## src/msr_pkg.sv

```systemverilog
// Shared constants and types for the mux select and SPI error block.
// Assumes an SPI frame of an 8-bit command byte and an 8-bit data byte.
package msr_pkg;

  // Register addresses
  localparam logic [6:0] ADDR_SWITCH = 7'h01;
  localparam logic [6:0] ADDR_CFG = 7'h02;
  localparam logic [6:0] ADDR_FLAGS = 7'h03;
  localparam logic [6:0] ADDR_BURST = 7'h05;

  // Reset values
  localparam logic [7:0] RST_SWITCH = 8'h00;
  localparam logic [7:0] RST_CFG = 8'h06;
  localparam logic [7:0] RST_FLAGS = 8'h00;
  localparam logic [7:0] RST_BURST = 8'h00;

  // Writable bit masks; reserved bits stay zero
  localparam logic [7:0] CFG_WMASK = 8'h07;
  localparam logic [7:0] BURST_WMASK = 8'h01;
  localparam logic [7:0] FLAGS_ALL = 8'h07;
  localparam logic [7:0] BYTE_ZERO = 8'h00;

  // Special command that clears every flag
  localparam logic [15:0] CLEAR_CMD = 16'h6CA9;

  // Bit positions within one command, last bit of each phase
  localparam logic [4:0] POS_ZERO = 5'h00;
  localparam logic [4:0] POS_ADDR_LAST = 5'h07;
  localparam logic [4:0] POS_CMD_LAST = 5'h0F;
  localparam logic [4:0] POS_CRC_LAST = 5'h17;

  // CRC-8 over the 16 command bits, MSB first
  localparam logic [7:0] CRC_POLY = 8'h07;
  localparam logic [7:0] CRC_INIT = 8'h00;

  // Completed command counter values
  localparam logic [1:0] CMDS_NONE = 2'h0;
  localparam logic [1:0] CMDS_ONE = 2'h1;
  localparam logic [1:0] CMDS_MAX = 2'h3;

  // Synchroniser reset value, order {sdi, sclk, cs_n}
  localparam logic [2:0] SYNC_RST = 3'h1;

  // One command word
  typedef struct packed {
    logic rd;
    logic [6:0] addr;
    logic [7:0] data;
  } msr_cmd_s;

  // Error check configuration
  typedef struct packed {
    logic [4:0] rsvd;
    logic rw_en;
    logic sclk_en;
    logic crc_en;
  } msr_cfg_s;

  // Error flags
  typedef struct packed {
    logic [4:0] rsvd;
    logic rw_err;
    logic sclk_err;
    logic crc_err;
  } msr_flags_s;

  // Switch select word, eight-channel layout
  typedef struct packed {
    logic [3:0] general_output;
    logic select_bit_2;
    logic select_bit_1;
    logic select_bit_0;
    logic enable;
  } msr_sw8_s;

  // Switch select word, dual four-channel layout
  typedef struct packed {
    logic [4:0] general_output;
    logic select_bit_1;
    logic select_bit_0;
    logic enable;
  } msr_sw4_s;

  // Frame state
  typedef enum logic [1:0] {
    MSR_IDLE = 2'b01,
    MSR_FRAME = 2'b10
  } msr_state_e;

endpackage

```

## src/msr_sync.sv

```systemverilog
// Two-flop synchroniser for the SPI pins.
// Assumes the pins are asynchronous to ref_clk.
`timescale 1ns/1ps
module msr_sync
  import msr_pkg::*;
(
  input wire logic ref_clk,
  input wire logic rstn,
  input wire logic [2:0] async_in,
  output logic [2:0] sync_out
);

  // First stage, read only by the second stage
  logic [2:0] meta_r;

  // Two flops per bit
  genvar i;
  generate
    for (i = 0; i < 3; i++) begin : g_bit
      always_ff @(posedge ref_clk or negedge rstn) begin
        if (!rstn) begin
          meta_r[i] <= SYNC_RST[i];
          sync_out[i] <= SYNC_RST[i];
        end else begin
          meta_r[i] <= async_in[i];
          sync_out[i] <= meta_r[i];
        end
      end
    end
  endgenerate

endmodule

```

## src/msr_top.sv

```systemverilog
// SPI register bank with mux select decode and error detection.
// Assumes an SPI host in mode 0 or 3, SCLK far slower than ref_clk.
//
// Overview of operation
// - Eight-channel: enable plus select closes one switch
// - Dual variant: enable plus select closes one pair
// - Config bit 2 enables address error detection
// - Config bit 1 enables SCLK count checking
// - No CRC, no burst: 16 clocks exactly
// - CRC, no burst: 24 clocks exactly
// - Burst: whole multiples of command length only
// - Config bit 0 enables CRC, 24-bit commands
// - Config at 0x02, resets to 0x06
// - Command 0x6CA9 clears all flags
// - Clear command never raises address error
// - With CRC on, clear needs correct CRC
// - Read of missing address sets bit 2
// - Write to missing or read-only sets bit 2
// - Wrong clock count sets flag bit 1
// - Bad CRC on write sets flag bit 0
// - Flags at 0x03, read-only, reset 0x00
// - Switch word at 0x01, enable, select, outputs
// - Burst allows several commands per frame
`timescale 1ns/1ps
module msr_top
  import msr_pkg::*;
#(
  parameter bit DUAL_VARIANT = 1'b0
)
(
  input wire logic ref_clk,
  input wire logic rstn,
  input wire logic sclk,
  input wire logic cs_n,
  input wire logic sdi,
  output logic sdo,
  output logic sdo_oe,
  output logic [7:0] switch_on,
  output logic [4:0] general_outputs
);

  // Readable register addresses
  function automatic logic addr_readable(input logic [6:0] a);
    addr_readable = (a == ADDR_SWITCH) || (a == ADDR_CFG) ||
                    (a == ADDR_FLAGS) || (a == ADDR_BURST);
  endfunction

  // Writable register addresses; flags are read-only
  function automatic logic addr_writable(input logic [6:0] a);
    addr_writable = (a == ADDR_SWITCH) || (a == ADDR_CFG) ||
                    (a == ADDR_BURST);
  endfunction

  // One serial CRC-8 step
  function automatic logic [7:0] crc_step(input logic [7:0] c, input logic b);
    logic fb;
    fb = c[7] ^ b;
    crc_step = {c[6:0], 1'b0} ^ (fb ? CRC_POLY : BYTE_ZERO);
  endfunction

  // Synchronised pins
  logic [2:0] pins_s;
  logic cs_n_s;
  logic sclk_s;
  logic sdi_s;

  // Edge history
  logic sclk_d_r;
  logic cs_n_d_r;

  // Frame state
  msr_state_e state_r;
  msr_state_e state_nxt;

  // Receive path
  logic [23:0] shift_r;
  logic [23:0] shift_nxt;
  logic [4:0] bit_pos_r;
  logic [7:0] crc_r;
  logic [1:0] cmds_r;

  // Transmit path
  logic [7:0] tx_r;
  logic sdo_r;
  logic sdo_oe_r;

  // Command held until the frame closes
  logic pend_valid_r;
  msr_cmd_s pend_cmd_r;

  // Registers
  logic [7:0] sw_word_r;
  msr_cfg_s cfg_r;
  msr_flags_s flags_r;
  logic [7:0] burst_r;
  logic [7:0] switch_on_r;
  logic [4:0] gpo_r;

  // Pin synchroniser
  msr_sync u_sync (
    .ref_clk(ref_clk),
    .rstn(rstn),
    .async_in({sdi, sclk, cs_n}),
    .sync_out(pins_s)
  );

  assign cs_n_s = pins_s[0];
  assign sclk_s = pins_s[1];
  assign sdi_s = pins_s[2];

  // Edge detection on synchronised pins
  wire sclk_rise = sclk_s & ~sclk_d_r;
  wire sclk_fall = ~sclk_s & sclk_d_r;
  wire cs_fall = ~cs_n_s & cs_n_d_r;
  wire cs_rise = cs_n_s & ~cs_n_d_r;

  // Frame qualifiers
  wire in_frame = (state_r == MSR_FRAME);
  wire bit_take = in_frame & sclk_rise;
  wire frame_end = in_frame & cs_rise;
  wire burst_en = burst_r[0];

  // Command length follows the CRC setting
  wire [4:0] pos_last = cfg_r.crc_en ? POS_CRC_LAST : POS_CMD_LAST;
  wire last_bit = bit_take & (bit_pos_r == pos_last);
  wire addr_done = bit_take & (bit_pos_r == POS_ADDR_LAST);
  wire crc_phase = (bit_pos_r <= POS_CMD_LAST);

  // Shifted word including the bit now taken
  assign shift_nxt = {shift_r[22:0], sdi_s};

  // Command and received CRC of the completed command
  wire [15:0] cmd_bits = cfg_r.crc_en ? shift_nxt[23:8] : shift_nxt[15:0];
  wire [7:0] rx_crc = shift_nxt[7:0];
  msr_cmd_s cmd_w;
  assign cmd_w = msr_cmd_s'(cmd_bits);

  // Command classification
  wire is_clear = (cmd_bits == CLEAR_CMD);
  wire crc_bad = cfg_r.crc_en & (rx_crc != crc_r);
  wire rd_ok = addr_readable(cmd_w.addr);
  wire wr_ok = addr_writable(cmd_w.addr);

  // Address error; clear command exempt
  wire addr_bad = cmd_w.rd ? ~rd_ok : (~wr_ok & ~is_clear);

  // Command that may act: good CRC write or clear
  wire act_ok = ~cmd_w.rd & ~crc_bad & (wr_ok | is_clear);

  // Clock count check at frame end
  wire one_cmd = (cmds_r == CMDS_ONE);
  wire some_cmd = (cmds_r != CMDS_NONE);
  wire whole_cmds = (bit_pos_r == POS_ZERO);
  wire count_ok = whole_cmds & (burst_en ? some_cmd : one_cmd);
  wire end_ok = count_ok | ~cfg_r.sclk_en;

  // Commit: burst acts per command, otherwise at frame end
  wire commit_now = last_bit & act_ok & burst_en;
  wire commit_end = frame_end & end_ok & pend_valid_r;
  wire do_commit = commit_now | commit_end;
  msr_cmd_s commit_cmd;
  assign commit_cmd = commit_now ? cmd_w : pend_cmd_r;
  wire commit_clear = (commit_cmd == msr_cmd_s'(CLEAR_CMD));
  wire do_clear = do_commit & commit_clear;
  wire do_write = do_commit & ~commit_clear;

  // Per-register write strobes
  wire wr_switch = do_write & (commit_cmd.addr == ADDR_SWITCH);
  wire wr_cfg = do_write & (commit_cmd.addr == ADDR_CFG);
  wire wr_burst = do_write & (commit_cmd.addr == ADDR_BURST);

  // Flag set events, each gated by its enable
  wire set_rw = last_bit & addr_bad & cfg_r.rw_en;
  wire set_sclk = frame_end & ~count_ok & cfg_r.sclk_en;
  wire set_crc = last_bit & ~cmd_w.rd & crc_bad;

  // Flag update; a set wins over a clear in the same cycle
  msr_flags_s flag_set;
  assign flag_set = '{rsvd: '0, rw_err: set_rw, sclk_err: set_sclk, crc_err: set_crc};
  wire [7:0] flag_clr = do_clear ? FLAGS_ALL : BYTE_ZERO;
  wire [7:0] flags_nxt = ((flags_r & ~flag_clr) | flag_set) & FLAGS_ALL;

  // Read data for the address now received
  wire [6:0] rd_addr = shift_nxt[6:0];
  wire rd_cmd = shift_nxt[7];
  wire [7:0] rd_data =
    (rd_addr == ADDR_SWITCH) ? sw_word_r :
    (rd_addr == ADDR_CFG) ? cfg_r :
    (rd_addr == ADDR_FLAGS) ? flags_r :
    (rd_addr == ADDR_BURST) ? burst_r : BYTE_ZERO;
  wire [7:0] tx_load = rd_cmd ? rd_data : BYTE_ZERO;

  // Switch word views per variant
  msr_sw8_s w8;
  msr_sw4_s w4;
  assign w8 = msr_sw8_s'(sw_word_r);
  assign w4 = msr_sw4_s'(sw_word_r);

  // Select value and enable
  wire [2:0] sel_val = DUAL_VARIANT ? {1'b0, w4.select_bit_1, w4.select_bit_0}
                                    : {w8.select_bit_2, w8.select_bit_1, w8.select_bit_0};
  wire sw_enable = w8.enable;
  wire [4:0] gpo_val = DUAL_VARIANT ? w4.general_output : {1'b0, w8.general_output};

  // One-hot switch decode
  logic [7:0] sw_dec;
  genvar gi;
  generate
    for (gi = 0; gi < 8; gi++) begin : g_dec
      assign sw_dec[gi] = sw_enable & (sel_val == 3'(gi));
    end
  endgenerate

  // Next frame state
  always_comb begin
    case (state_r)
      MSR_IDLE: state_nxt = cs_fall ? MSR_FRAME : MSR_IDLE;
      MSR_FRAME: state_nxt = cs_rise ? MSR_IDLE : MSR_FRAME;
      default: state_nxt = MSR_IDLE;
    endcase
  end

  // Edge history and state
  always_ff @(posedge ref_clk or negedge rstn) begin
    if (!rstn) begin
      sclk_d_r <= 1'b0;
      cs_n_d_r <= 1'b1;
      state_r <= MSR_IDLE;
    end else begin
      sclk_d_r <= sclk_s;
      cs_n_d_r <= cs_n_s;
      state_r <= state_nxt;
    end
  end

  // Shift register
  always_ff @(posedge ref_clk or negedge rstn) begin
    if (!rstn) begin
      shift_r <= '0;
    end else if (bit_take) begin
      shift_r <= shift_nxt;
    end
  end

  // Bit position within the current command
  always_ff @(posedge ref_clk or negedge rstn) begin
    if (!rstn) begin
      bit_pos_r <= POS_ZERO;
    end else if (cs_fall || last_bit) begin
      bit_pos_r <= POS_ZERO;
    end else if (bit_take) begin
      bit_pos_r <= bit_pos_r + 5'h01;
    end
  end

  // Running CRC over the command bits
  always_ff @(posedge ref_clk or negedge rstn) begin
    if (!rstn) begin
      crc_r <= CRC_INIT;
    end else if (cs_fall || last_bit) begin
      crc_r <= CRC_INIT;
    end else if (bit_take && crc_phase) begin
      crc_r <= crc_step(crc_r, sdi_s);
    end
  end

  // Completed commands in this frame, saturating
  always_ff @(posedge ref_clk or negedge rstn) begin
    if (!rstn) begin
      cmds_r <= CMDS_NONE;
    end else if (cs_fall) begin
      cmds_r <= CMDS_NONE;
    end else if (last_bit && cmds_r != CMDS_MAX) begin
      cmds_r <= cmds_r + 2'h1;
    end
  end

  // Held command for non-burst frames
  always_ff @(posedge ref_clk or negedge rstn) begin
    if (!rstn) begin
      pend_valid_r <= 1'b0;
      pend_cmd_r <= '0;
    end else if (cs_fall || frame_end) begin
      pend_valid_r <= 1'b0;
    end else if (last_bit) begin
      pend_valid_r <= act_ok & ~burst_en;
      pend_cmd_r <= cmd_w;
    end
  end

  // Transmit shifter; data byte moves out on falling edges
  always_ff @(posedge ref_clk or negedge rstn) begin
    if (!rstn) begin
      tx_r <= BYTE_ZERO;
      sdo_r <= 1'b0;
    end else if (cs_fall) begin
      tx_r <= BYTE_ZERO;
      sdo_r <= 1'b0;
    end else if (addr_done) begin
      tx_r <= tx_load;
    end else if (in_frame && sclk_fall) begin
      sdo_r <= tx_r[7];
      tx_r <= {tx_r[6:0], 1'b0};
    end
  end

  // Data out is driven only inside a frame
  always_ff @(posedge ref_clk or negedge rstn) begin
    if (!rstn) begin
      sdo_oe_r <= 1'b0;
    end else begin
      sdo_oe_r <= ~cs_n_s;
    end
  end

  // Switch select word
  always_ff @(posedge ref_clk or negedge rstn) begin
    if (!rstn) begin
      sw_word_r <= RST_SWITCH;
    end else if (wr_switch) begin
      sw_word_r <= commit_cmd.data;
    end
  end

  // Error check configuration; reserved bits held zero
  always_ff @(posedge ref_clk or negedge rstn) begin
    if (!rstn) begin
      cfg_r <= RST_CFG;
    end else if (wr_cfg) begin
      cfg_r <= commit_cmd.data & CFG_WMASK;
    end
  end

  // Burst enable
  always_ff @(posedge ref_clk or negedge rstn) begin
    if (!rstn) begin
      burst_r <= RST_BURST;
    end else if (wr_burst) begin
      burst_r <= commit_cmd.data & BURST_WMASK;
    end
  end

  // Sticky error flags, never written directly
  always_ff @(posedge ref_clk or negedge rstn) begin
    if (!rstn) begin
      flags_r <= RST_FLAGS;
    end else begin
      flags_r <= flags_nxt;
    end
  end

  // Registered switch and general outputs
  always_ff @(posedge ref_clk or negedge rstn) begin
    if (!rstn) begin
      switch_on_r <= BYTE_ZERO;
      gpo_r <= '0;
    end else begin
      switch_on_r <= sw_dec;
      gpo_r <= gpo_val;
    end
  end

  // Outputs
  assign sdo = sdo_r;
  assign sdo_oe = sdo_oe_r;
  assign switch_on = switch_on_r;
  assign general_outputs = gpo_r;

endmodule

```

## config.mk

```make
export PLATFORM = sky130hd
export DESIGN_NAME = msr_top
export DESIGN_NICKNAME = d
export VERILOG_FILES = /design/src/msr_pkg.sv /design/src/msr_sync.sv /design/src/msr_top.sv
export SDC_FILE = /design/constraint.sdc
export NUM_CORES = 1
export LEC_CHECK = 0
export BUFFER_PORTS_ARGS = -buffer_cell sky130_fd_sc_hd__buf_2
export CORE_UTILIZATION = 50
export DETAILED_ROUTE_END_ITERATION = 6
export PLACE_DENSITY = 0.69
export SKIP_CTS_REPAIR_TIMING = 1
export SLEW_MARGIN = 20
export SYNTH_ARGS = -nofsm -noshare
export SYNTH_HDL_FRONTEND = slang
export SYNTH_HIERARCHICAL = 1
export SYNTH_SLANG_ARGS = --single-unit
```

## constraint.sdc

```tcl
create_clock -name ref_clk -period 2.3 [get_ports ref_clk]
set_clock_uncertainty 0.1 [all_clocks]
set_input_delay 0.575 -clock ref_clk [delete_from_list [all_inputs] [get_ports ref_clk]]
set_output_delay 0.575 -clock ref_clk [all_outputs]
set_load 0.01 [all_outputs]
```

== Word-level counts from Yosys, hierarchy flattened ==
Cells that the tools add are included.
W data, S select, Z words.

* Input bits: 5
* Flip-flop bits (word level): 102

* Order comparisons: 1
* Mux-type cells: 29
* Reduce and logical (&&, ||, !) cells: 20
* Add/sub/neg operators: 2
* Bitwise gates (word level): 59
* Eq/ne operators: 28

{| class="wikitable"
|+ Operator list
! kind !! count
|-
| $mux W8 || 7
|-
| $and A1 B1 Y1 || 37
|-
| $eq A7 B2 Y1 const B || 5
|-
| $eq A16 B15 Y1 const B || 2
|-
| $mux W16 || 2
|-
| $eq A7 B1 Y1 const B || 3
|-
| $eq A7 B3 Y1 const B || 3
|-
| $mux W5 || 3
|-
| $not A1 Y1 || 14
|-
| $eq A3 B3 Y1 const B || 4
|-
| $mux W3 || 4
|-
| $reduce_bool A2 Y1 || 6
|-
| $mux W1 || 8
|-
| $mux W2 || 4
|-
| $ne A8 B8 Y1 || 1
|-
| $xor A8 B3 Y8 || 1
|-
| $eq A3 B2 Y1 const B || 2
|-
| $logic_or A1 B1 Y1 || 6
|-
| $add A5 B1 Y5 const B || 1
|-
| $eq A5 B3 Y1 const B || 1
|-
| $eq A5 B5 Y1 || 1
|-
| $le A5 B4 Y1 const B || 1
|-
| $logic_not A5 Y1 || 1
|-
| $eq A2 B1 Y1 const B || 2
|-
| 14 further kinds || 20
|}

== Longest topological paths before layout ==
Gate-level depths: netlist of run 1.

* Depth after elaboration: 15
* Depth in mapped cells: 10

== Cells and area by module ==
Netlist of run 1, hierarchy kept.

{| class="wikitable"
|+ By module, submodules not included
! module !! area each (sq um) !! cells each !! sequential area each (sq um) !! instances
|-
| msr_top || 4938.5 || 516 || 2407.3 || 1
|-
| msr_sync || 152.6 || 6 || 152.6 || 1
|}

== Worst setup path after synthesis of run 1 ==
Ideal clock, no wire load.

* Path kind: reg-to-reg
* Start: register bit_pos_r[0]
* End: register sw_word_r[0]
* Arrival: 2177 ps
* Period minus slack after synthesis: 2409 ps
* Setup slack: -109 ps
* Cell stages (with the launch flop): 10
* Buffers on the path: 1
* Setup time: 132 ps
* Path through: dfrtp_1 inv_1 ha_1 or4b_4 o21ai_2 nand3_4 nor4b_4 nor2b_1 buf_4 a211oi_2

* Cells in the longest elaborated chain, start to end: 9
* Elaborated cells on any way between the ends: 16

{| class="wikitable"
|+ RTL lines
! element !! RTL line !! RTL
|-
| start, declared || msr_top.sv:78 || <nowiki>logic [4:0] bit_pos_r;</nowiki>
|-
| start signal, assigned || msr_top.sv:252 || <nowiki>bit_pos_r <= bit_pos_r + 5'h01;</nowiki>
|-
| $eq A5 B5 Y1 || msr_top.sv:125 || <nowiki>wire last_bit = bit_take & (bit_pos_r == pos_last);</nowiki>
|-
| $and A1 B1 Y1 || msr_top.sv:125 ||
|-
| $and A1 B1 Y1 (2 in a row) || msr_top.sv:158 || <nowiki>wire commit_now = last_bit & act_ok & burst_en;</nowiki>
|-
| $mux W16 || msr_top.sv:162 || <nowiki>assign commit_cmd = commit_now ? cmd_w : pend_cmd_r;</nowiki>
|-
| $eq A16 B15 Y1 || msr_top.sv:163 || <nowiki>wire commit_clear = (commit_cmd == msr_cmd_s'(CLEAR_CMD));</nowiki>
|-
| $not A1 Y1 || msr_top.sv:165 || <nowiki>wire do_write = do_commit & ~commit_clear;</nowiki>
|-
| $and A1 B1 Y1 || msr_top.sv:165 ||
|-
| $and A1 B1 Y1 || msr_top.sv:168 || <nowiki>wire wr_switch = do_write & (commit_cmd.addr == ADDR_SWITCH);</nowiki>
|-
| end signal, assigned || msr_top.sv:321 || <nowiki>sw_word_r <= commit_cmd.data;</nowiki>
|-
| end, declared || msr_top.sv:92 || <nowiki>logic [7:0] sw_word_r;</nowiki>
|}

Several ways; a longest one is shown, not always the timed one.
A chain may end at the register's enable or synchronous reset.

== Worst setup path in the final report of run 1 ==
* Start: register cfg_r[0] in the netlist's numbering
* End: register sw_word_r[6]

* Cells in the longest elaborated chain, start to end: 13
* Elaborated cells on any way between the ends: 25

{| class="wikitable"
|+ RTL lines
! element !! RTL line !! RTL
|-
| start, declared || msr_top.sv:93 || <nowiki>msr_cfg_s cfg_r;</nowiki>
|-
| start signal, assigned || msr_top.sv:330 || <nowiki>cfg_r <= commit_cmd.data & CFG_WMASK;</nowiki>
|-
| $mux W16 || msr_top.sv:133 || <nowiki>wire [15:0] cmd_bits = cfg_r.crc_en ? shift_nxt[23:8] : shift_nxt[15:0];</nowiki>
|-
| $eq A7 B1 Y1 / $eq A7 B2 Y1 (equally long branches) || msr_top.sv:50 || <nowiki>addr_writable = (a == ADDR_SWITCH) || (a == ADDR_CFG) ||</nowiki>
|-
| $logic_or A1 B1 Y1 (2 in a row) || msr_top.sv:50 ||
|-
| $or A1 B1 Y1 || msr_top.sv:148 || <nowiki>wire act_ok = ~cmd_w.rd & ~crc_bad & (wr_ok | is_clear);</nowiki>
|-
| $and A1 B1 Y1 || msr_top.sv:148 ||
|-
| $and A1 B1 Y1 (2 in a row) || msr_top.sv:158 ||
|-
| $mux W16 || msr_top.sv:162 ||
|-
| $eq A16 B15 Y1 || msr_top.sv:163 ||
|-
| $not A1 Y1 || msr_top.sv:165 ||
|-
| $and A1 B1 Y1 || msr_top.sv:165 ||
|-
| $and A1 B1 Y1 || msr_top.sv:168 ||
|}

Several ways; a longest one is shown, not always the timed one.

==> out/metrics.cfg, run 1 <==
[power]
clock_power_share=0.310
p_seq_frac=0.573
ir_worst_vdd_uv=284
power_density_nw_per_um2=529
leakage_nw=2.87
p_int_mw=2.45
sw_frac_of_total=0.262
switchingPower_uw=869
comb_power_share=0.117

[synth]
synth-seq-cells=102
synth_flop_cell=dfrtp_1
synth_nets=533
synth_cell_type_count=65
yosysSeqAreaShare=0.503
avgSynthCellArea_um2=9.75
post-synth-top-area-cell=dfrtp_1
yosys_warnings=6
synth_top_cells_by_area=dfrtp_1 47%, nand2_1 6.9%, mux2i_1 4.7%
netlist_instances=522
synthArstFlopShare=1.00
synth.top_cell.area_share=0.472
netlist_area_um2=5090
synth-edff-count=0
synth_common_cells=96 x dfrtp_1, 93 x nand2_1, 52 x nor2_1
synthMostInstantiatedCell=dfrtp_1

[critical_path]
path_cells=buf_6 -> nor4bb_4 -> o22ai_2 -> a2111oi_4 -> buf_6 -> o211a_4 -> buf_6 -> and3_1 -> a211oi_2
cp_slowest_stage_delay_ns=0.48
path_buf_inv=3
crit_type=reg -> reg
slowest_stage=dfrtp_2
crit_path_start_kind=flip-flop
cp-end-kind=flip-flop
path_common_cell=buf_6
worstPathArrival_ns=2.64
path_max_fanout=7
cp_top_family=compound AO/OA/AOI/OAI gates
crit_required_ns=2.45

[detailed_routing]
drtIter0Drc=268
dr.pass1.iters=5
antenna_left=0
wire_per_inst_um=17.4
drc=0
num_vias=4122
wirelength_mm=12.7
avgViaCountPerCell=5.62

[clocking]
ctsLongestPathBuffers=2
root_buffer=clkbuf_8
numCtsBuffers=9
path_clk_slew_ns=0.10
insertion_delay_ns=0.37
cts_tree=yes
clock_sinks=102
htreeDepth=3

[timing]
fmax_mhz=403
period_share=1.08
setup_ws_ns=-0.183
hold_slack_ns=0.0704
rsz0062_at_grt=true
hold_violations=0
timing.slew.headroom=0.585
setup_viol=15
final_max_slew_viol_count=0
worst_pin_slew_ns=0.618
fin_crit_ns=2.48

[finish]
nFillCells=801
n_antenna_cell=0
nNetsFinal=607
area_delta_synth_final_pct=23.2
fin_util=0.639
design_area_um2=6270
drive_above_1_share=0.296

[place]
dp_hpwl_mm=8.80
place_congestion=0.973
port_buffers=18
placed_cell_area_um2=5730

[global_routing]
grt_usage=0.245
grt.overflow.total=0
grt_pass1_vias=3834
grt_max_degree=42
grt_pass1_wl_mm=19.5
antenna_found_initial=0

[run_status]
violations=negative setup slack
status=finished, violations left

[run]
maxCapViolCount=0

[floorplanning]
start_util=0.518
rows=36
ios=20
die_w_um=103
dieArea_um2=10600
coreArea_um2=9820
die_y_um=103

[hold_path]
hp-class=in -> async

-- kinds of logic after synthesis --
kind of cell	synth area share
AO/OA/AOI/OAI	0.140
flip-flops	0.503
multiplexers	0.0612
AND/OR/NAND/NOR	0.218
XOR/XNOR	0.0258
other	0.000737
buffers and inverters	0.0371
adder cells (fa/ha/maj)	0.0147
-- state kept, by name (all words and copies together) (netlist names), 4 cells and up --
| signal | flops |
|---|---|
| tx_r | 8 |
| sw_word_r | 8 |
| shift_r | 23 |
| switch_on | 8 |
| pend_cmd_r | 16 |
| crc_r | 8 |
| bit_pos_r | 5 |
| general_outputs | 4 |
-- metal layers --
metal  vias up  wire [um]  track usage
met5         -          0            0
met4         0        326       0.0943
met3        25        463       0.0386
met2       111       6320        0.395
met1      2019       5630        0.334
li1       1967          -            -
-- layout by cell type (no fill, tap or decap), types with 3 or more instances in the layout --
cell type and instances:
nand3_1 6, dfstp_2 6, o21ai_0 23, inv_1 20, mux2i_1 23, buf_6 9
nand2_1 89, o21a_1 3, and3_1 5, a21oi_2 4, nor3_1 8, nor2_1 51
buf_4 57, nand2b_1 4, nor4_1 5, and3_2 5, a211oi_2 14, clkinv_2 3
nor2b_1 4, mux2_2 5, nand3b_1 4, nand2_2 4, nor3b_1 4, buf_12 3
xnor2_1 13, nand4_1 5, clkbuf_8 10, dfrtp_1 95, a21oi_1 25, ha_1 4
buf_2 17
-- layout make-up --
class	instances	area, um^2	area share
multi-input cells	376	2620	0.418
clock inverters	4	23.8	0.00379
repair buffers	86	674	0.108
inverters	21	78.8	0.0126
well taps	133	166	0.0265
flip-flops and latches	102	2560	0.408
clock buffers	12	145	0.0231
-- power by group through the flow --
| stage | sequential [mW] | combinational, mW | clock [mW] |
|---|---|---|---|
| final | 1.90 | 0.389 | 1.03 |
| after global routing | 1.91 | 0.434 | 1.11 |
| after CTS | 1.90 | 0.356 | 1.05 |
| after detailed placement | 1.93 | 0.354 | 0 |
| after global placement | 1.93 | 0.343 | 0 |
| after floorplan | 1.92 | 0.211 | 0 |
-- per-stage QoR --
stage	total power, mW	TNS, ns	setup slack [ns]	std cells
global placement	2.27	-4.68	-0.373	711
finish	3.32	-1.87	-0.183	734
detailed placement	2.28	-6.15	-0.407	711
global route	3.45	-3.10	-0.242	734
floorplan	2.13	-0.739	-0.0924	522
CTS	3.30	-7.57	-0.452	727
-- final timing paths --
| kind | end | slack (ns) | cells past startpoint | start |
|---|---|---|---|---|
| max | sw_word_r[6]$_DFFE_PN0P_ | -0.18 | 9 | cfg_r[0]$_DFFE_PN0P_ |
| min | switch_on[0]$_DFF_PN0_ | 0.07 | 1 | rstn |
| max reg2reg | sw_word_r[6]$_DFFE_PN0P_ | -0.18 | 9 | cfg_r[0]$_DFFE_PN0P_ |
| min reg2reg | u_sync/sync_out[2]$_DFF_PN0_ | 0.25 | 0 | u_sync/meta_r[2]$_DFF_PN0_ |
| max in group asynchronous | crc_r[0]$_DFFE_PN0P_ | 1.38 | 2 | rstn |
| min in group ref_clk | u_sync/meta_r[0]$_DFF_PN1_ | 0.19 | 1 | cs_n |
Note: power is estimated with default switching activity, not from simulation.
==> run 2: changes to the inputs <==
- CORE_MARGIN: default -> 5
==> out/metrics.cfg, run 2 (synthesis results as in run 1) <==
[hold_path]
worstHoldPathCells=1
hp-class=in -> reg

[timing]
rsz0062_at_grt=true
hold_violations=0  ; unchanged
fmax_mhz=405  ; +0.68%
timing.slew.headroom=0.637  ; +0.0529
setup_viol=12  ; -3
setup_ws_ns=-0.167  ; +0.0169 ns
final_max_slew_viol_count=0  ; unchanged
finalSetupTns_ns=-1.14  ; +0.739 ns
fin_crit_ns=2.47  ; -0.0169 ns
hold_slack_ns=0.170  ; +0.0997 ns
period_share=1.07  ; -0.00733
worst_pin_slew_ns=0.536  ; -0.0821 ns

[power]
comb_power_share=0.111  ; -0.006
p_int_mw=2.54  ; +3.8%
p_seq_frac=0.549  ; -0.024
power_density_nw_per_um2=536  ; +1.3%
sw_frac_of_total=0.265  ; +0.00263
ir_worst_vdd_uv=371  ; +31%
clock_power_share=0.340  ; +0.030
switchingPower_uw=915  ; +5.2%
leakage_nw=2.97  ; +3.3%

[critical_path]
path_common_cell=buf_6
crit_path_start_kind=flip-flop
cp-end-kind=flip-flop
cp_slowest_stage_delay_ns=0.47  ; about the same
path_max_fanout=8  ; +1
worstPathArrival_ns=2.72  ; +0.08 ns
crit_type=reg -> reg
crit_required_ns=2.55  ; +0.10 ns
slowest_stage=dfrtp_2
r2r_cells=9  ; unchanged
path_cells=buf_6 -> nand4bb_1 -> o22a_1 -> a2111oi_4 -> buf_6 -> o2111ai_4 -> buf_6 -> a2bb2oi_1 -> o21a_1

[run_status]
status=finished, violations left
violations=negative setup slack

[clocking]
clock_sinks=102  ; unchanged
path_clk_slew_ns=0.11  ; about the same
cts_tree=yes
ctsLongestPathBuffers=2  ; unchanged
numCtsBuffers=9  ; unchanged
htreeDepth=3  ; unchanged
root_buffer=clkbuf_8
insertion_delay_ns=0.40  ; +0.03 ns

[finish]
top_regs=shift_r (23), pend_cmd_r (16)
multiInputGateArea_um2=2610  ; -0.62%
final_common_cell=dfrtp_1
top_register=shift_r
nNetsFinal=623  ; +2.6%
regArea_um2=2560  ; unchanged
nFillCells=761  ; -5.0%
area_delta_synth_final_pct=26.7
stdcell_count=750  ; +2.2%
design_area_um2=6450  ; +2.8%
drive_above_1_share=0.310  ; +0.0134
n_antenna_cell=0  ; unchanged
largest_reg_flops=23  ; unchanged
final_cell_mix=95 x dfrtp_1, 93 x nand2_1, 67 x buf_4

[floorplanning]
die_w_um=111  ; +7.8%
coreArea_um2=9860  ; +0.46%
rows=36  ; unchanged
start_util=0.516  ; -0.00237
ios=20  ; unchanged
dieArea_um2=12300  ; +16%
die_y_um=111  ; +7.8%

[global_routing]
grt_usage=0.207  ; -0.0385
grt_pass1_wl_mm=20.7  ; +5.8%
grt_use_met3=0.0529  ; +0.0143
busiest_layer=met2
grt_pass1_vias=4141  ; +8.0%
grt.overflow.total=0  ; unchanged
grt.met2_usage=0.337  ; -0.0588
grt_max_degree=36  ; -14%
grtUsageMet1=0.273  ; -0.0611
antenna_found_initial=0  ; unchanged

[place]
place_inst=719  ; +1.1%
place_congestion=0.904  ; -7.1%
port_buffers=18  ; unchanged
placed_cell_area_um2=5810  ; +1.3%
dp_hpwl_mm=9.00  ; +2.3%

[run]
maxCapViolCount=0  ; unchanged

[detailed_routing]
antenna_left=0  ; unchanged
avgViaCountPerCell=5.67  ; +0.95%
num_vias=4252  ; +3.2%
dr.pass1.iters=5  ; unchanged
drtIter0Drc=361  ; +35%
drc=0  ; unchanged
wire_per_inst_um=17.3  ; -0.57%
wirelength_mm=12.9  ; +1.6%

run 2: cell count changes in the layout (fill, tap and decap cells not counted), moves of 3 or more:
cell	delta
buf_4	+10
nand2_1	+4
nand2_2	-4
buf_6	+3
run 2: path summary, 6_finish.rpt:
check / slack, ns / endpoint / startpoint
max in group asynchronous: 0.96 / cs_n_d_r$_DFF_PN1_ / rstn
hold reg to reg: 0.25 / u_sync/sync_out[0]$_DFF_PN1_ / u_sync/meta_r[0]$_DFF_PN1_
setup / recovery: -0.17 / cfg_r[2]$_DFFE_PN1P_ / cfg_r[0]$_DFFE_PN0P_
setup reg to reg: -0.17 / cfg_r[2]$_DFFE_PN1P_ / cfg_r[0]$_DFFE_PN0P_
min in group asynchronous: 0.52 / switch_on[1]$_DFF_PN0_ / rstn
hold / removal: 0.17 / u_sync/meta_r[1]$_DFF_PN0_ / sclk
run 2: area by class of cell:
cell class	instances	share of cell area
Clock buffer	9	0.0192
Clock inverter	7	0.0124
Inverter	21	0.0122
Multi-Input combinational cell	376	0.404
Sequential cell	102	0.397
Tap cell	133	0.0258
Timing Repair Buffer	102	0.129
run 2: power by group through the flow:
stage | registers [mW] | clock network (mW) | logic (mW)
after floorplan | 1.92 | 0 | 0.211
after global placement | 1.93 | 0 | 0.352
after detailed placement | 1.93 | 0 | 0.365
after CTS | 1.89 | 1.21 | 0.368
after global routing | 1.90 | 1.27 | 0.428
final | 1.90 | 1.18 | 0.384
run 2: metal layers:
metal	routed length [um]	vias to the layer above
li1	-	2004
met1	5470	2067
met2	6410	150
met3	742	31
met4	327	0
met5	0	-
run 2: worst max-delay path: cells and delay by family, from the launching register on:
kind                   cells  cell delay [ns]
AO/OA/AOI/OAI              5             1.14
buffers and inverters      3             0.52
flip-flops                 1             0.47
AND/OR/NAND/NOR            1             0.19
run 2: stage by stage:
step	total power, mW	utilization	worst slack [ns]
2_1_floorplan	2.13	-	-0.0924
3_3_place_gp	2.28	0.589	-0.381
3_5_place_dp	2.30	0.589	-0.487
4_1_cts	3.47	0.609	-0.570
5_1_grt	3.60	0.654	-0.201
6_report	3.46	0.654	-0.167
==> run 3: changes to the inputs <==
- ABC_AREA: default -> 1
==> out/metrics.cfg, run 3 <==
[critical_path]
reg2reg_to=sw_word_r[4]$_DFFE_PN0P_
crit_end=sw_word_r[4]$_DFFE_PN0P_
rrSetupSlack_ns=-0.30  ; -0.14 ns
crit_type=reg -> reg
slowest_stage=dfrtp_2
worstPathArrival_ns=2.82  ; +0.10 ns
path_cells=inv_6 -> nand2_1 -> nand2_1 -> nand2_1 -> inv_1 -> nand2_1 -> nor2_1 -> nand2_1 -> nand2_4 -> nand3_4 -> nand2_1 -> nand2_1 -> nor2_2 -> nand2_1 -> nor2_4 -> nand2_4 -> nand3_4 -> nand2_1 -> nand2_1
crit_required_ns=2.52  ; -0.03 ns
r2r_start=cfg_r[0]$_DFFE_PN0P_
r2r_cells=19  ; +10
crit_path_start_kind=flip-flop
cp-end-kind=flip-flop
path_max_fanout=20  ; +12
cp_slowest_stage_delay_ns=0.47  ; about the same
crit_start=cfg_r[0]$_DFFE_PN0P_
path_common_cell=nand2_1

[run_status]
violations=negative setup slack
status=finished, violations left

[synth]
synth.top_cell.area_share=0.472  ; about the same
synth_cell_type_count=36  ; -45%
synth-edff-count=0  ; unchanged
netlist_instances=641  ; +23%
synth_flop_cell=dfrtp_1
netlist_area_um2=5090  ; about the same
synthMostInstantiatedCell=nand2_1
synthArstFlopShare=1.00  ; unchanged
avgSynthCellArea_um2=7.94  ; -19%
synth_common_cells=210 x nand2_1, 96 x dfrtp_1, 66 x inv_1, 66 x o21ai_0, 52 x nor2_1
synth_nets=652  ; +22%
post-synth-top-area-cell=dfrtp_1
yosysSeqAreaShare=0.503  ; about the same
synth-seq-cells=102  ; unchanged
yosys_warnings=6  ; unchanged
synth_top_cells_by_area=dfrtp_1 47%, nand2_1 15%, o21ai_0 6.5%

[clocking]
numCtsBuffers=9  ; unchanged
htreeDepth=3  ; unchanged
ctsLongestPathBuffers=2  ; unchanged
cts_tree=yes
root_buffer=clkbuf_8
path_clk_slew_ns=0.11  ; about the same
clock_sinks=102  ; unchanged
insertion_delay_ns=0.39  ; about the same

[detailed_routing]
wl_met3_um=445  ; -40%
wirelength_mm=12.2  ; -5.6%
route.met2.wl_mm=6.29  ; -1.8%
routed.top_layer=met4
wire_per_inst_um=13.7  ; -21%
num_vias=4547  ; +6.9%
wl_met1_mm=5.22  ; -4.5%
drc=0  ; unchanged
antenna_left=0  ; unchanged
dr.pass1.iters=6  ; +1
avgViaCountPerCell=5.10  ; -10%
drtIter0Drc=322  ; -11%

[run]
maxCapViolCount=0  ; unchanged

[power]
p_seq_frac=0.520  ; -0.029
power_density_nw_per_um2=589  ; +9.9%
sw_frac_of_total=0.272  ; +0.00762
total_power_mw=3.77  ; +9.0%
switchingPower_mw=1.03  ; +12%
leakage_nw=3.16  ; +6.6%
ir_worst_vdd_uv=519  ; +40%
p_int_mw=2.74  ; +7.9%
comb_power_share=0.159  ; +0.048
clock_power_share=0.320  ; -0.020

[global_routing]
grt_pass1_vias=4389  ; +6.0%
antenna_found_initial=0  ; unchanged
grt.overflow.total=0  ; unchanged
grt_pass1_wl_mm=20.7  ; +0.17%
grt_max_degree=42  ; +17%
grt_usage=0.206  ; -0.000799

[timing]
hold_violations=0  ; unchanged
period_share=1.13  ; +0.0595
setup_ws_ns=-0.303  ; -0.137 ns
fin_crit_ns=2.60  ; +0.137 ns
final_max_slew_viol_count=0  ; unchanged
setup_viol=15  ; +3
fmax_mhz=384  ; -5.3%
finalSetupTns_ns=-4.11  ; -2.98 ns
rsz0062_at_grt=true

[floorplanning]
start_util=0.516  ; about the same
die_w_um=111  ; about the same
rows=36  ; unchanged
die_y_um=111  ; about the same
dieArea_um2=12300  ; about the same
ios=20  ; unchanged
coreArea_um2=9860  ; unchanged

[place]
place_ws_ns=-0.429  ; +0.0581 ns
place_inst=864  ; +20%
dp_hpwl_mm=9.00  ; about the same
port_buffers=18  ; unchanged
place_congestion=0.898  ; -0.72%

[finish]
n_antenna_cell=0  ; unchanged
final_common_cell=nand2_1
drive_above_1_share=0.236  ; -0.0734
top_regs=shift_r (23), pend_cmd_r (16)
area_delta_synth_final_pct=25.6
final_cell_mix=204 x nand2_1, 97 x buf_4, 95 x dfrtp_1
fin_util=0.648  ; -0.00533
stdcell_count=891  ; +19%
largest_reg_flops=23  ; unchanged
nNetsFinal=764  ; +23%
top_register=shift_r

[hold_path]
hp-class=in -> async

## run 3: cell types whose count changed after synthesis, sizes merged, moves of 23 or more
cell   change
nand2    +124
a21oi     -23
mux2i     -24
nand4     +25
o21ai     +40
inv       +46
## run 3: worst max-delay path: cells and delay by family (launching register included)
| family | cells | cell delay, ns |
|---|---|---|
| and+or+nand+nor | 17 | 1.74 |
| DFF | 1 | 0.47 |
| buffers and inverters | 2 | 0.21 |
## run 3: worst min-delay path by stage
stage                                   end  depth (start not counted)
6_report           bit_pos_r[0]$_DFFE_PN0P_                          1
5_1_grt            bit_pos_r[0]$_DFFE_PN0P_                          1
4_1_cts            bit_pos_r[0]$_DFFE_PN0P_                          1
3_5_place_dp   u_sync/sync_out[1]$_DFF_PN0_                          0
3_3_place_gp   u_sync/sync_out[2]$_DFF_PN0_                          0
2_1_floorplan      bit_pos_r[0]$_DFFE_PN0P_                          0
## run 3: power groups by stage
stage                     Sequential (mW)  Clock [mW]  Combinational, mW
final                                1.96        1.21              0.600
after detailed placement             2.00           0              0.605
after global placement               1.99           0              0.581
after floorplan                      1.99           0              0.328
after CTS                            1.96        1.24              0.606
after global routing                 1.97        1.32              0.700
## run 3: layer usage
metal,global-route usage,vias up
li1,-,2282
met1,0.258,2154
met2,0.352,91
met3,0.0398,20
met4,0.0780,0
met5,0,-
## run 3: cell families after synthesis
kind of cell / Yosys count / share of synthesized area
AOI/OAI and AO/OA: 91 / 0.100
xor gates and xnor gates: 9 / 0.0155
adders and majority gates: 6 / 0.0147
buffers and inverters: 91 / 0.0781
DFF: 102 / 0.503
other: 1 / 0.000736
and+or+nand+nor: 341 / 0.288
## run 3: area by class of cell
cell class / instances / area [um^2]
flip-flops and latches: 102 / 2560
well taps: 133 / 166
repair buffers: 121 / 936
multi-input cells: 450 / 2250
inverters: 69 / 268
clock buffers: 11 / 151
fillers: 814 / 3470
clock inverters: 5 / 62.6
## run 3: stage by stage
stage / instance area, um^2 / hold slack (ns)
floorplan: 5160 / 0.179
global placement: 6030 / 0.236
detailed placement: 6030 / 0.241
CTS: 6240 / 0.0294
global route: 6400 / 0.0476
finish: 6400 / 0.0273
